===== config.mk =====
export PLATFORM = sky130hd
export DESIGN_NAME = dct_channel
export DESIGN_NICKNAME = d
export VERILOG_FILES = /design/src/dct_pkg.sv /design/src/dct_sync.sv /design/src/dct_fifo.sv /design/src/dct_channel.sv
export SDC_FILE = /design/constraint.sdc
export NUM_CORES = 1
export LEC_CHECK = 0
export ABC_AREA = 0
export BUFFER_PORTS_ARGS = -buffer_cell sky130_fd_sc_hd__buf_2
export CAP_MARGIN = 20
export CORE_MARGIN = 2
export CORE_UTILIZATION = 40
export DETAILED_ROUTE_END_ITERATION = 7
export PLACE_DENSITY = 0.6
export SETUP_SLACK_MARGIN = 0.3
export SLEW_MARGIN = 10
export SYNTH_ARGS = -nofsm -noshare
export SYNTH_HDL_FRONTEND = slang
export SYNTH_SLANG_ARGS = --single-unit

===== constraint.sdc =====
create_clock -name clock_in -period 16.7 [get_ports clock_in]
set_input_delay 5.01 -clock clock_in [delete_from_list [all_inputs] [get_ports clock_in]]
set_output_delay 5.01 -clock clock_in [all_outputs]
set_load 0.01 [all_outputs]

===== src/dct_pkg.sv =====
// Purpose: shared constants for the dma channel run and termination block
// Assumes: one system clock, asynchronous active-high reset
// Notes: field positions of the mode and status words live here
`default_nettype none
package dct_pkg;
	// ==========================================================
	// mode word fields
	localparam int MODE_W = 6;
	localparam int MODE_RUN_BIT = 0;
	localparam int MODE_INTERNAL_BIT = 1;
	localparam int MODE_NIRQ_BIT = 2;
	localparam int MODE_EIRQ_BIT = 3;
	localparam int MODE_SRC_INC_BIT = 4;
	localparam int MODE_DST_INC_BIT = 5;
	localparam logic [MODE_W-1:0] MODE_RESET = 6'h00;
	// ==========================================================
	// status word fields
	localparam int STAT_W = 4;
	localparam int STAT_NORMAL_BIT = 0;
	localparam int STAT_EXT_BIT = 1;
	localparam int STAT_DEST_ERR_BIT = 2;
	localparam int STAT_SRC_ERR_BIT = 3;
	localparam logic [STAT_W-1:0] STAT_RESET = 4'h0;
	// ==========================================================
	// parameter register select and function codes
	localparam int SEL_W = 2;
	localparam logic [SEL_W-1:0] SEL_SRC = 2'h0;
	localparam logic [SEL_W-1:0] SEL_DST = 2'h1;
	localparam logic [SEL_W-1:0] SEL_FC = 2'h2;
	localparam logic [SEL_W-1:0] SEL_COUNT = 2'h3;
	localparam int FC_W = 3;
	localparam logic [2*FC_W-1:0] FC_RESET = 6'h2d;
	// ==========================================================
	// channel sequencer states
	typedef enum logic [1:0] {
		ST_IDLE = 2'h0,
		ST_ARB = 2'h1,
		ST_READ = 2'h2,
		ST_WRITE = 2'h3
	} dct_state_type;
endpackage
`default_nettype wire


===== src/dct_sync.sv =====
// Purpose: three-flop synchroniser for an outside pin
// Assumes: input is asynchronous to clock_in
// Notes: output changes only when the second and third flops agree
`timescale 1ns/1ps
`default_nettype none
module dct_sync (
	input wire logic clock_in,
	input wire logic rst_in,
	input wire logic pin_in,
	output logic level_out
);
	logic s1_reg;
	logic s2_reg;
	logic s3_reg;
	logic level_reg;
	wire agree = (s2_reg == s3_reg);
	// ==========================================================
	// sampling chain
	always_ff @(posedge clock_in or posedge rst_in) begin
		if (rst_in) begin
			s1_reg <= 1'b0;
			s2_reg <= 1'b0;
			s3_reg <= 1'b0;
			level_reg <= 1'b0;
		end else begin
			s1_reg <= pin_in;
			s2_reg <= s1_reg;
			s3_reg <= s2_reg;
			if (agree) begin
				level_reg <= s3_reg;
			end
		end
	end
	assign level_out = level_reg;
endmodule
`default_nettype wire


===== src/dct_fifo.sv =====
// Purpose: operand buffer between source read and destination write
// Assumes: depth is a power of two
// Notes: head word is held in an output register
`timescale 1ns/1ps
`default_nettype none
module dct_fifo #(
	parameter int WIDTH = 16,
	parameter int DEPTH = 8
) (
	input wire logic clock_in,
	input wire logic rst_in,
	input wire logic in_valid_in,
	output logic in_ready_out,
	input wire logic [WIDTH-1:0] in_data_in,
	output logic out_valid_out,
	input wire logic out_ready_in,
	output logic [WIDTH-1:0] out_data_out
);
	localparam int PW = $clog2(DEPTH);
	logic [WIDTH-1:0] mem_reg [DEPTH];
	logic [PW-1:0] wr_ptr_reg;
	logic [PW-1:0] rd_ptr_reg;
	logic [PW:0] used_reg;
	logic out_valid_reg;
	logic [WIDTH-1:0] out_data_reg;
	wire push = in_valid_in && in_ready_out;
	wire load = (!out_valid_reg || out_ready_in) && (used_reg != '0);
	// ==========================================================
	// storage and pointers
	assign in_ready_out = (used_reg != (PW+1)'(DEPTH));
	always_ff @(posedge clock_in) begin
		if (push) begin
			mem_reg[wr_ptr_reg] <= in_data_in;
		end
	end
	always_ff @(posedge clock_in or posedge rst_in) begin
		if (rst_in) begin
			wr_ptr_reg <= '0;
			rd_ptr_reg <= '0;
			used_reg <= '0;
			out_valid_reg <= 1'b0;
			out_data_reg <= '0;
		end else begin
			wr_ptr_reg <= wr_ptr_reg + PW'(push);
			rd_ptr_reg <= rd_ptr_reg + PW'(load);
			used_reg <= used_reg + (PW+1)'(push) - (PW+1)'(load);
			if (load) begin
				out_data_reg <= mem_reg[rd_ptr_reg];
				out_valid_reg <= 1'b1;
			end else if (out_ready_in) begin
				out_valid_reg <= 1'b0;
			end
		end
	end
	assign out_valid_out = out_valid_reg;
	assign out_data_out = out_data_reg;
endmodule
`default_nettype wire


===== src/dct_channel.sv =====
// Purpose: one dma channel, its run bit, requests and termination
// Assumes: bus grant stays high until the channel drops its request
// Notes: each operand is a source read then a destination write
// Behaviour
// RQ1: termination pin seen at a device access ends channel after that operand
// RQ2: external end clears run bit; interrupt only with normal enable
// RQ3: externally ended last operand still updates count and pointers
// RQ4: termination pin works for internal and external request modes
// RQ5: bus error aborts the cycle and ends the channel, clearing run bit
// RQ6: bus error sets destination or source error flag; interrupt if enabled
// RQ7: software loads parameters first, then sets the run bit
// RQ8: while running, pointers, function codes and count ignore writes
// RQ9: running channel uses request pin externally or self requests internally
// RQ10: first valid request makes the channel arbitrate for the bus
// RQ11: request pin is ignored while the run bit is clear
// RQ12: run bit clears itself on count zero, termination pin or bus error
// RQ13: clearing run bit finishes the operand, frees bus, starts nothing
// RQ14: suspended channel registers are readable and writable
// RQ15: run bit set again with request pending re-arbitrates and continues
// RQ16: mode word has separate normal and error interrupt enables
// RQ17: with enable clear only the status bit is set
// RQ18: enabled event pulses the pending set line to the interrupt block
// RQ19: every owned bus cycle drives a function code
// RQ20: source read error sets source flag, write error sets destination flag
// RQ21: count reaching zero sets normal status, interrupt only if enabled
`timescale 1ns/1ps
`default_nettype none
module dct_channel #(
	parameter int ADDR_W = 24,
	parameter int DATA_W = 16,
	parameter int FIFO_DEPTH = 8
) (
	input wire logic clock_in,
	input wire logic rst_in,
	input wire logic cfg_write_in,
	input wire logic [dct_pkg::SEL_W-1:0] cfg_sel_in,
	input wire logic [ADDR_W-1:0] cfg_data_in,
	input wire logic mode_write_in,
	input wire logic [dct_pkg::MODE_W-1:0] mode_data_in,
	input wire logic [dct_pkg::STAT_W-1:0] status_clear_in,
	input wire logic xfer_request_in,
	input wire logic done_in,
	output logic xfer_acknowledge_out,
	output logic bus_request_out,
	input wire logic bus_grant_in,
	output logic bus_strobe_out,
	output logic bus_write_out,
	output logic [ADDR_W-1:0] bus_addr_out,
	output logic [DATA_W-1:0] bus_wdata_out,
	input wire logic [DATA_W-1:0] bus_rdata_in,
	input wire logic data_transfer_ack,
	input wire logic bus_error_in,
	output logic [dct_pkg::FC_W-1:0] bus_function_code_out,
	output logic [dct_pkg::MODE_W-1:0] channel_mode_out,
	output logic [dct_pkg::STAT_W-1:0] channel_status_out,
	output logic [ADDR_W-1:0] source_pointer_out,
	output logic [ADDR_W-1:0] dest_pointer_out,
	output logic [2*dct_pkg::FC_W-1:0] func_code_out,
	output logic [ADDR_W-1:0] byte_count_out,
	output logic irq_pending_set_out
);
	import dct_pkg::*;
	localparam logic [ADDR_W-1:0] STEP = ADDR_W'(DATA_W / 8);

	dct_state_type state_reg;
	dct_state_type state_next;
	logic [MODE_W-1:0] channel_mode_reg;
	logic [MODE_W-1:0] channel_mode_next;
	logic [STAT_W-1:0] channel_status_reg;
	logic [STAT_W-1:0] stat_set;
	logic [ADDR_W-1:0] source_pointer_reg;
	logic [ADDR_W-1:0] dest_pointer_reg;
	logic [ADDR_W-1:0] byte_count_reg;
	logic [2*FC_W-1:0] func_code_reg;
	logic term_seen_reg;
	logic irq_reg;
	logic [ADDR_W-1:0] addr_reg;
	logic write_reg;
	logic [FC_W-1:0] fc_reg;
	logic req_sync;
	logic done_sync;
	logic fifo_in_ready;
	logic fifo_out_valid;
	logic [DATA_W-1:0] fifo_out_data;

	// ==========================================================
	// pin synchronisers and operand buffer
	dct_sync u_req_sync (
		.clock_in(clock_in),
		.rst_in(rst_in),
		.pin_in(xfer_request_in),
		.level_out(req_sync)
	);
	dct_sync u_done_sync (
		.clock_in(clock_in),
		.rst_in(rst_in),
		.pin_in(done_in),
		.level_out(done_sync)
	);
	wire rd_ack = bus_strobe_out && (state_reg == ST_READ)
		&& data_transfer_ack && !bus_error_in;
	wire wr_ack = bus_strobe_out && (state_reg == ST_WRITE)
		&& data_transfer_ack && !bus_error_in;
	// a failed write drops its word so no stale operand survives the abort
	wire wr_drop = bus_strobe_out && (state_reg == ST_WRITE)
		&& bus_error_in; // [RQ5]
	wire fifo_pop = wr_ack || wr_drop;
	dct_fifo #(
		.WIDTH(DATA_W),
		.DEPTH(FIFO_DEPTH)
	) u_fifo (
		.clock_in(clock_in),
		.rst_in(rst_in),
		.in_valid_in(rd_ack),
		.in_ready_out(fifo_in_ready),
		.in_data_in(bus_rdata_in),
		.out_valid_out(fifo_out_valid),
		.out_ready_in(fifo_pop),
		.out_data_out(fifo_out_data)
	);

	// ==========================================================
	// decode
	wire run_bit = channel_mode_reg[MODE_RUN_BIT];
	wire internal_mode = channel_mode_reg[MODE_INTERNAL_BIT];
	wire normal_irq_enable = channel_mode_reg[MODE_NIRQ_BIT]; // [RQ16]
	wire error_irq_enable = channel_mode_reg[MODE_EIRQ_BIT]; // [RQ16]
	wire in_cycle = (state_reg == ST_READ) || (state_reg == ST_WRITE);
	wire err_now = bus_strobe_out && in_cycle && bus_error_in; // [RQ5]
	wire ext_term = term_seen_reg || done_sync; // [RQ1] [RQ4]
	wire last_operand = (byte_count_reg <= STEP);
	wire end_now = err_now || (wr_ack && (last_operand || ext_term));
	wire pending = internal_mode || req_sync; // [RQ9]
	wire can_start = run_bit && pending && (byte_count_reg != '0);
	wire cfg_open = cfg_write_in && !run_bit; // [RQ8] [RQ14]
	wire [ADDR_W-1:0] count_dec = last_operand ? '0
		: byte_count_reg - STEP;

	// ==========================================================
	// sequencer
	always_comb begin
		state_next = state_reg;
		case (state_reg)
			ST_IDLE: begin
				if (can_start) begin
					state_next = ST_ARB; // [RQ10] [RQ11] [RQ15]
				end
			end
			ST_ARB: begin
				if (!run_bit) begin
					state_next = ST_IDLE; // [RQ13]
				end else if (bus_grant_in) begin
					state_next = ST_READ;
				end
			end
			ST_READ: begin
				if (err_now) begin
					state_next = ST_IDLE;
				end else if (rd_ack) begin
					state_next = ST_WRITE;
				end
			end
			ST_WRITE: begin
				if (err_now || wr_ack) begin
					state_next = ST_IDLE; // [RQ13]
				end
			end
			default: begin
				state_next = ST_IDLE;
			end
		endcase
	end

	// ==========================================================
	// mode, status and interrupt
	always_comb begin
		channel_mode_next = mode_write_in ? mode_data_in : channel_mode_reg;
		if (end_now) begin
			channel_mode_next[MODE_RUN_BIT] = 1'b0; // [RQ2] [RQ5] [RQ12]
		end
	end
	assign stat_set[STAT_NORMAL_BIT] = wr_ack && last_operand && !ext_term; // [RQ21]
	assign stat_set[STAT_EXT_BIT] = wr_ack && ext_term; // [RQ1]
	assign stat_set[STAT_DEST_ERR_BIT] = err_now
		&& (state_reg == ST_WRITE); // [RQ6] [RQ20]
	assign stat_set[STAT_SRC_ERR_BIT] = err_now
		&& (state_reg == ST_READ); // [RQ6] [RQ20]
	wire irq_next = ((stat_set[STAT_NORMAL_BIT] || stat_set[STAT_EXT_BIT])
		&& normal_irq_enable) || ((stat_set[STAT_DEST_ERR_BIT]
		|| stat_set[STAT_SRC_ERR_BIT]) && error_irq_enable); // [RQ17] [RQ18]

	always_ff @(posedge clock_in or posedge rst_in) begin
		if (rst_in) begin
			state_reg <= ST_IDLE;
			channel_mode_reg <= MODE_RESET;
			channel_status_reg <= STAT_RESET;
			irq_reg <= 1'b0;
			term_seen_reg <= 1'b0;
		end else begin
			state_reg <= state_next;
			channel_mode_reg <= channel_mode_next;
			channel_status_reg <= (channel_status_reg & ~status_clear_in)
				| stat_set;
			irq_reg <= irq_next;
			if (state_reg == ST_IDLE) begin
				term_seen_reg <= 1'b0;
			end else if (rd_ack && done_sync) begin
				term_seen_reg <= 1'b1; // [RQ1] [RQ4]
			end
		end
	end

	// ==========================================================
	// parameter registers
	always_ff @(posedge clock_in or posedge rst_in) begin
		if (rst_in) begin
			source_pointer_reg <= '0;
			dest_pointer_reg <= '0;
			byte_count_reg <= '0;
			func_code_reg <= FC_RESET;
		end else if (wr_ack) begin
			byte_count_reg <= count_dec; // [RQ3]
			if (channel_mode_reg[MODE_SRC_INC_BIT]) begin
				source_pointer_reg <= source_pointer_reg + STEP; // [RQ3]
			end
			if (channel_mode_reg[MODE_DST_INC_BIT]) begin
				dest_pointer_reg <= dest_pointer_reg + STEP; // [RQ3]
			end
		end else if (cfg_open) begin
			case (cfg_sel_in)
				SEL_SRC: source_pointer_reg <= cfg_data_in;
				SEL_DST: dest_pointer_reg <= cfg_data_in;
				SEL_FC: func_code_reg <= cfg_data_in[2*FC_W-1:0];
				SEL_COUNT: byte_count_reg <= cfg_data_in;
				default: byte_count_reg <= byte_count_reg;
			endcase
		end
	end

	// ==========================================================
	// bus drive
	wire next_write = (state_next == ST_WRITE);
	always_ff @(posedge clock_in or posedge rst_in) begin
		if (rst_in) begin
			addr_reg <= '0;
			write_reg <= 1'b0;
			fc_reg <= '0;
		end else begin
			addr_reg <= next_write ? dest_pointer_reg : source_pointer_reg;
			write_reg <= next_write;
			fc_reg <= next_write ? func_code_reg[FC_W-1:0]
				: func_code_reg[2*FC_W-1:FC_W]; // [RQ19]
		end
	end
	assign bus_request_out = (state_reg != ST_IDLE);
	assign bus_strobe_out = ((state_reg == ST_READ) && fifo_in_ready)
		|| ((state_reg == ST_WRITE) && fifo_out_valid);
	assign xfer_acknowledge_out = bus_strobe_out && !internal_mode;
	assign bus_write_out = write_reg;
	assign bus_addr_out = addr_reg;
	assign bus_wdata_out = fifo_out_data;
	assign bus_function_code_out = fc_reg;
	assign channel_mode_out = channel_mode_reg;
	assign channel_status_out = channel_status_reg;
	assign source_pointer_out = source_pointer_reg;
	assign dest_pointer_out = dest_pointer_reg;
	assign func_code_out = func_code_reg;
	assign byte_count_out = byte_count_reg;
	assign irq_pending_set_out = irq_reg;
endmodule
`default_nettype wire


==> results.json, run 1 <==
{
  "fin_crit_ns": 7.23,
  "setup_ws_ns": 9.47,
  "synthTopCellsByCount": "dfrtp_1, edfxtp_1, nor2_1, a21oi_1, nand2_1",
  "first_pass_iters": 5,
  "postSynthAreaPerCell_sq_um": 13.0,
  "fillers": 2730,
  "gp_congestion": 0.834,
  "core_area_sq_um": 30600,
  "antenna_found_initial": 0,
  "ys_async_sr_fraction_pct": 54.8,
  "grt_pass1_wl_microns": 52200,
  "final_antenna_net_count": 0,
  "seq_area_sq_um": 7730,
  "startpoint_type": "primary input",
  "drv_cap": 0,
  "synth_nets": 1030,
  "crit_fanout": 51,
  "largest_reg_flops": 128,
  "stdcell_area_sq_um": 15000,
  "yosysTopAreaCell": "edfxtp_1",
  "yosys_warnings": 0,
  "clk_latency_ns": 0.56,
  "syn2layout_area_growth_pct": 20.4,
  "die_y_microns": 180,
  "grt_overflow_total": 0,
  "max_freq_ghz": 0.138,
  "wl_per_cell_microns": 21.5,
  "ctsResizeCount": 0,
  "worstReg2RegStart": "state_reg[0]",
  "cp.required_ns": 17.20,
  "antenna_cells": 0,
  "pre_cts_slack_ns": 8.94,
  "ys_ff_latch": 283,
  "clk_pin_slew_worst_paths_ns": 0.06,
  "critPathLaunch": "bus_error_in",
  "initial_core_util_pct": 40.7,
  "synth.most_common_cell": "dfrtp_1",
  "yosys-top-cells-area": "edfxtp_1, dfrtp_1, mux4_2, mux2_2, a21oi_1",
  "dominantRegCellSynth": "dfrtp_1",
  "grt.total_usage_pct": 20.5,
  "drt-initial-drc-count": 872,
  "syn_inst": 955,
  "tns_ns": 0,
  "drive_gt1_share_pct": 30.4,
  "max_slew_margin_pct": 39.2,
  "final_nets": 1229,
  "crit_path_end_kind": "flip-flop",
  "dieArea_sq_um": 32600,
  "cts_made_buffers": 31,
  "cts_setup_buffers": 0,
  "pin_count": 197,
  "vias": 8919,
  "critPathKind": "primary input to flip-flop",
  "power_density_nw_per_um2": 172,
  "synth_edf_count": 128,
  "placed_cell_area_sq_um": 13900,
  "grt_pass1_vias": 8554,
  "clock_path_buffers": 3,
  "syn-cell-area_sq_um": 12500,
  "skew_ns": 0.0108,
  "dp_hpwl_microns": 23300,
  "status": "finished, final reports clean",
  "grt_start_max_net_pins": 57,
  "p_leak_uw": 0.00593,
  "drv_slew": 0,
  "worstPathArrival_ns": 7.74,
  "htree_levels": 1,
  "cts_root_buf": "clkbuf_16",
  "hold_violations": 0,
  "yosysTopAreaCellShare_pct": 30.9,
  "die_x_microns": 180,
  "core.rowCount": 64,
  "fin_crit_sh_pct": 43.3,
  "worst_pin_slew_ns": 0.903,
  "routed_wl_microns": 33900,
  "ys_types": 69,
  "vias_per_cell": 5.66,
  "drc": 0,
  "hp-start": "u_req_sync.s1_reg",
  "cts_tree": "done",
  "seq_area_frac_synth_pct": 62.0,
  "hp-class": "flip-flop to flip-flop",
  "multiInputGateArea_sq_um": 4460,
  "cts.sinks": 283,
  "rsz0062_at_grt": "no",
  "ir_drop_mv": 0.0974,
  "setup_viol": 0,
  "hold_buffers": 0,
  "io_buffers": 196
}
==> kinds of logic (layout without fill, tap and decap cells) <==
group,count (synthesis),count (layout),share of synthesized area (%)
adders and majority gates,16,16,1.63
AOI/OAI and AO/OA,220,220,11.9
and+or+nand+nor,260,260,10.2
buffers and inverters,72,296,2.34
muxes,94,94,11.2
xor gates and xnor gates,10,10,0.703
DFF,283,283,62.0
==> worst paths after layout <==
path / endpoint / slack, ns / depth (start not counted)
setup / recovery: byte_count_out[10] / 9.47 / 7
hold / removal: u_req_sync.s2_reg / 0.35 / 0
setup reg to reg: byte_count_out[10] / 13.63 / 6
hold reg to reg: u_req_sync.s2_reg / 0.35 / 0
max in group asynchronous: dest_pointer_out[17] / 10.41 / 4
min in group asynchronous: u_fifo.out_data_out[13] / 4.51 / 2
==> cell usage in the layout, fill, tap and decap left out, types with 18 or more instances in the layout <==
cell	Yosys	routed
nand3_1	33	33
buf_2	5	196
nand4_1	18	18
nand2_1	59	59
inv_1	21	20
mux4_2	32	32
o21ai_0	37	37
a21oi_1	60	59
dfrtp_1	151	150
mux2_2	38	38
clkbuf_16	0	31
edfxtp_1	128	128
buf_4	2	19
mux2i_1	23	23
nor2_1	72	71
==> per-stage QoR <==
stage / hold WS [ns] / util (%) / total power (uW) / std cells
4_1_cts: 0.350 / 48.9 / 2590 / 1573
6_report: 0.347 / 49.0 / 2580 / 1575
3_5_place_dp: 0.338 / 45.4 / 1880 / 1515
3_3_place_gp: 0.340 / 45.4 / 1870 / 1515
2_1_floorplan: 0.331 / - / 1540 / 955
5_1_grt: 0.368 / 49.0 / 2720 / 1575
==> area by class of cell <==
type	instances	area share, %
repair buffers	217	7.78
inverters	21	0.559
clock inverters	15	1.24
well taps	396	3.30
multi-input cells	600	29.8
clock buffers	43	5.81
flip-flops and latches	283	51.5
==> layer usage <==
metal | vias up | global-route usage [%] | routed length [microns]
li1 | 4073 | - | -
met1 | 4446 | 29.6 | 14700
met2 | 339 | 32.0 | 15800
met3 | 61 | 3.01 | 2350
met4 | 0 | 6.58 | 1040
met5 | - | 0 | 0
==> power by group <==
| part | switching [uW] | leakage (uW) | internal, uW |
|---|---|---|---|
| Sequential | 206 | 0.00296 | 891 |
| Combinational | 412 | 0.00246 | 363 |
| Clock | 281 | 0.000516 | 425 |
==> worst max-delay path, cell delays in order <==
cell and delay [ns]:
buf_2 0.14, nand2b_1 0.30, nor2_4 0.72, buf_4 0.60, o21ai_4 0.35, o41ai_1 0.39, a22o_1 0.18
No activity file was read; power rests on OpenSTA's default activity.
==> run 2, diff against run 1 <==
==> constraint.sdc (replaced) <==
create_clock -name clock_in -period 7.5 [get_ports clock_in]
set_input_delay 2.25 -clock clock_in [delete_from_list [all_inputs] [get_ports clock_in]]
set_output_delay 2.25 -clock clock_in [all_outputs]
set_load 0.01 [all_outputs]
==> results.json, run 2 (synthesis results as in run 1) <==
{
  "drive_gt1_share_pct": 29.9,
  "final_nets": 1229,
  "setup_viol": 0,
  "gp_congestion": 0.841,
  "layout_common_cells": "buf_2, dfrtp_1, edfxtp_1",
  "timing.rr.end": "byte_count_out[10]",
  "wl_per_cell_microns": 21.6,
  "antenna_cells": 0,
  "grt_pass1_vias": 8588,
  "tns_ns": 0,
  "htree_levels": 1,
  "vias_per_cell": 5.70,
  "die_y_microns": 180,
  "worstPathArrival_ns": 4.99,
  "die_x_microns": 180,
  "startpoint_type": "primary input",
  "crit_path_end_kind": "flip-flop",
  "hp-class": "flip-flop to flip-flop",
  "ctsResizeCount": 0,
  "p_leak_uw": 0.00589,
  "skew_ns": 0.0110,
  "r2r_slack_ns": 4.42,
  "final_common_cell": "buf_2",
  "core.rowCount": 64,
  "max_freq_ghz": 0.223,
  "grt.total_usage_pct": 20.5,
  "ir_drop_mv": 0.229,
  "clk_pin_slew_worst_paths_ns": 0.06,
  "drc": 0,
  "drt-initial-drc-count": 787,
  "syn2layout_area_growth_pct": 19.5,
  "core_area_sq_um": 30600,
  "reg2regPathDepth": 6,
  "worstReg2RegStart": "state_reg[0]",
  "vias": 8976,
  "hold_violations": 0,
  "rsz0062_at_grt": "no",
  "hold_ws_ns": 0.348,
  "cts_setup_buffers": 0,
  "grt_start_max_net_pins": 69,
  "power_density_nw_per_um2": 379,
  "cp-endpoint": "byte_count_out[10]",
  "io_buffers": 196,
  "final_antenna_net_count": 0,
  "pin_count": 197,
  "antenna_found_initial": 0,
  "grt_pass1_wl_microns": 52300,
  "first_pass_iters": 5,
  "clock_path_buffers": 3,
  "drv_slew": 0,
  "max_slew_margin_pct": 37.7,
  "cts_made_buffers": 31,
  "drv_cap": 0,
  "routed_wl_microns": 34000,
  "final_util_pct": 48.7,
  "cts.sinks": 283,
  "hold_buffers": 0,
  "initial_core_util_pct": 40.7,
  "worst_pin_slew_ns": 0.932,
  "dp_hpwl_microns": 23200,
  "largest_reg_flops": 128,
  "cp.required_ns": 8.01,
  "fin_crit_ns": 4.48,
  "critPathKind": "primary input to flip-flop",
  "crit_fanout": 47,
  "clk_latency_ns": 0.57,
  "grt_overflow_total": 0,
  "critPathLaunch": "bus_error_in",
  "cts_root_buf": "clkbuf_16",
  "fin_crit_sh_pct": 59.7,
  "cts_tree": "done",
  "dieArea_sq_um": 32600,
  "status": "finished, final reports clean"
}
-- run 2: cell types whose count changed in the layout (fill, tap and decap cells not counted), moves of 2 or more --
cell / previous run / this run
clkbuf_1: 7 / 9
clkinv_1: 3 / 7
bufinv_16: 4 / 2
clkbuf_8: 5 / 2
-- run 2: report_power, final --
part | internal (uW) | total (uW) | switching, uW
sequential | 1980 | 2430 | 445
combinational | 799 | 1740 | 937
clock | 851 | 1470 | 623
total | 3630 | 5640 | 2010
-- run 2: metal layers --
metal / vias up / global-route usage (%) / part of all wire (%)
met5: - / 0 / 0
li1: 4077 / - / -
met4: 0 / 6.97 / 3.2
met2: 303 / 31.8 / 46
met3: 58 / 3.40 / 5.6
met1: 4538 / 29.4 / 45
-- run 2: worst min-delay path by stage --
stage,from,end,slack [ns],depth (start not counted)
floorplan,u_done_sync.s1_reg,u_done_sync.s2_reg,0.33,0
global placement,u_done_sync.s1_reg,u_done_sync.s2_reg,0.34,0
detailed placement,u_done_sync.s1_reg,u_done_sync.s2_reg,0.34,0
CTS,u_done_sync.s1_reg,u_done_sync.s2_reg,0.35,0
global route,u_done_sync.s1_reg,u_done_sync.s2_reg,0.35,0
finish,u_done_sync.s1_reg,u_done_sync.s2_reg,0.35,0
-- run 2: final cells by class --
| type | count | area (sq um) |
|---|---|---|
| sequential | 283 | 7730 |
| fill | 2743 | 15700 |
| clock inverter | 16 | 140 |
| inverter | 21 | 83.8 |
| clock buffer | 42 | 837 |
| multi-input combinational | 600 | 4460 |
| tap | 396 | 495 |
| timing repair buffer | 217 | 1140 |
-- run 2: stage by stage --
step	area [sq um]	power, uW	worst slack (ns)	std cells
final	14900	5640	3.02	1575
after global routing	14900	5960	2.78	1575
after CTS	14900	5680	3.08	1574
after detailed placement	13900	4200	2.46	1516
after global placement	13900	4170	2.53	1516
after floorplan	12500	3440	1.08	955
-- run 2: worst max-delay path, cell delays in order --
cell and delay [ns]:
buf_2 0.14, nand2b_1 0.30, nor2_4 0.79, buf_4 0.56, o21ai_4 0.34, o41ai_1 0.38
a22o_1 0.18
==> run 3, diff against run 2 <==
--- a/config.mk
+++ b/config.mk
@@ -11,7 +11,7 @@
 export CORE_MARGIN = 2
 export CORE_UTILIZATION = 40
 export DETAILED_ROUTE_END_ITERATION = 7
-export PLACE_DENSITY = 0.6
+export PLACE_DENSITY = 0.62
 export SETUP_SLACK_MARGIN = 0.3
 export SLEW_MARGIN = 10
 export SYNTH_ARGS = -nofsm -noshare
==> constraint.sdc (replaced) <==
create_clock -name clock_in -period 3.8 [get_ports clock_in]
set_input_delay 1.14 -clock clock_in [delete_from_list [all_inputs] [get_ports clock_in]]
set_output_delay 1.14 -clock clock_in [all_outputs]
set_load 0.01 [all_outputs]
==> results.json, run 3 (synthesis results as in run 1) <==
{
  "cts_made_buffers": 31,
  "initial_core_util_pct": 40.7,
  "dp_hpwl_microns": 22800,
  "dieArea_sq_um": 32600,
  "vias": 9014,
  "critPathKind": "flip-flop to output pin",
  "drc": 0,
  "die_y_microns": 180,
  "fin_crit_ns": 3.27,
  "max_freq_ghz": 0.306,
  "final_common_cell": "buf_2",
  "hold_violations": 0,
  "core.rowCount": 64,
  "drive_gt1_share_pct": 31.3,
  "gp_congestion": 0.851,
  "io_buffers": 196,
  "syn2layout_area_growth_pct": 21.3,
  "startpoint_type": "flip-flop",
  "worst_pin_slew_ns": 0.876,
  "grt_pass1_vias": 8715,
  "hp-class": "flip-flop to flip-flop",
  "largest_reg_flops": 128,
  "wl_per_cell_microns": 20.8,
  "drv_slew": 0,
  "grt_overflow_total": 0,
  "cts.sinks": 283,
  "drt-initial-drc-count": 761,
  "cp.required_ns": 2.66,
  "rsz0062_at_grt": "no",
  "setup_viol": 0,
  "routed_wl_microns": 32900,
  "ir_drop_mv": 0.353,
  "clock_path_buffers": 3,
  "fillers": 2665,
  "final_nets": 1238,
  "cts_setup_buffers": 0,
  "final_util_pct": 49.4,
  "antenna_found_initial": 0,
  "layout_common_cells": "buf_2, dfrtp_1, edfxtp_1",
  "max_slew_margin_pct": 41.6,
  "crit_path_end_kind": "output pin",
  "reg2regPathDepth": 5,
  "p_leak_uw": 0.00601,
  "status": "finished, final reports clean",
  "power_density_nw_per_um2": 752,
  "final_antenna_net_count": 0,
  "clk_latency_ns": 0.56,
  "die_x_microns": 180,
  "first_pass_iters": 5,
  "seq_area_sq_um": 7730,
  "ctsResizeCount": 0,
  "grt_start_max_net_pins": 79,
  "multiInputGateArea_sq_um": 4460,
  "hold_buffers": 0,
  "htree_levels": 1,
  "grt.total_usage_pct": 19.9,
  "skew_ns": 0.00849,
  "clk_pin_slew_worst_paths_ns": 0.06,
  "pin_count": 197,
  "crit_fanout": 4,
  "worstPathArrival_ns": 2.13,
  "hold_depth": 0,
  "grt_pass1_wl_microns": 51100,
  "cts_root_buf": "clkbuf_16",
  "fin_crit_sh_pct": 86.1,
  "drv_cap": 0,
  "core_area_sq_um": 30600,
  "tns_ns": 0,
  "vias_per_cell": 5.69,
  "cts_tree": "done"
}
==> run 3: cell count changes in the layout (fill, tap and decap cells not counted), sizes merged <==
| cell | delta |
|---|---|
| bufinv | +3 |
| clkinv | -5 |
| buf | +9 |
| clkinvlp | +1 |
| diode | +1 |
==> run 3: layout make-up <==
type / instances / share of cell area, %
sequential: 283 / 51.1
antenna: 1 / 0.0166
clock inverter: 15 / 1.47
timing repair buffer: 226 / 8.15
multi-input combinational: 600 / 29.5
clock buffer: 42 / 5.87
inverter: 21 / 0.546
tap: 396 / 3.28
==> run 3: critical path: stages, from the launching register on <==
cell	delay (ns)
dfrtp_1	0.36
inv_1	0.09
ha_1	0.16
or4b_1	0.45
and3_1	0.23
nor2b_1	0.14
buf_2	0.13
==> run 3: stage by stage <==
| stage | setup WS, ns | cells | total power (uW) | cell area [sq um] | hold WS, ns |
|---|---|---|---|---|---|
| 2_1_floorplan | 0.689 | 955 | 6790 | 12500 | 0.331 |
| 3_3_place_gp | 0.580 | 1526 | 8180 | 14000 | 0.336 |
| 3_5_place_dp | 0.553 | 1526 | 8230 | 14000 | 0.336 |
| 4_1_cts | 0.480 | 1583 | 11500 | 15100 | 0.350 |
| 5_1_grt | 0.425 | 1583 | 12000 | 15100 | 0.350 |
| 6_report | 0.527 | 1584 | 11400 | 15100 | 0.349 |
==> run 3: where the power goes <==
group	switching, uW	leakage, uW	internal [uW]
Combinational	1670	0.00250	1580
Clock	1230	0.000552	1980
Sequential	987	0.00296	3910
Total	3900	0.00601	7470
==> run 3: per-layer routing <==
layer  up-vias  global-route usage, %  share of wire [%]
met5         -                      0                  0
met4         0                   5.94                2.9
met3        66                   3.40                6.1
met2       313                   32.7                 48
met1      4526                   27.0                 43
li1       4109                      -                  -
==> run 3: path summary, 6_finish.rpt <==
| path | start | to | slack (ns) |
|---|---|---|---|
| setup / recovery | u_fifo.used_reg[2] | xfer_acknowledge_out | 0.53 |
| hold / removal | u_done_sync.s1_reg | u_done_sync.s2_reg | 0.35 |
| setup reg to reg | byte_count_out[14] | byte_count_out[7] | 0.87 |
| hold reg to reg | u_done_sync.s1_reg | u_done_sync.s2_reg | 0.35 |
| max in group asynchronous | rst_in | u_fifo.rd_ptr_reg[1] | 2.23 |
| min in group asynchronous | rst_in | u_req_sync.s2_reg | 0.69 |
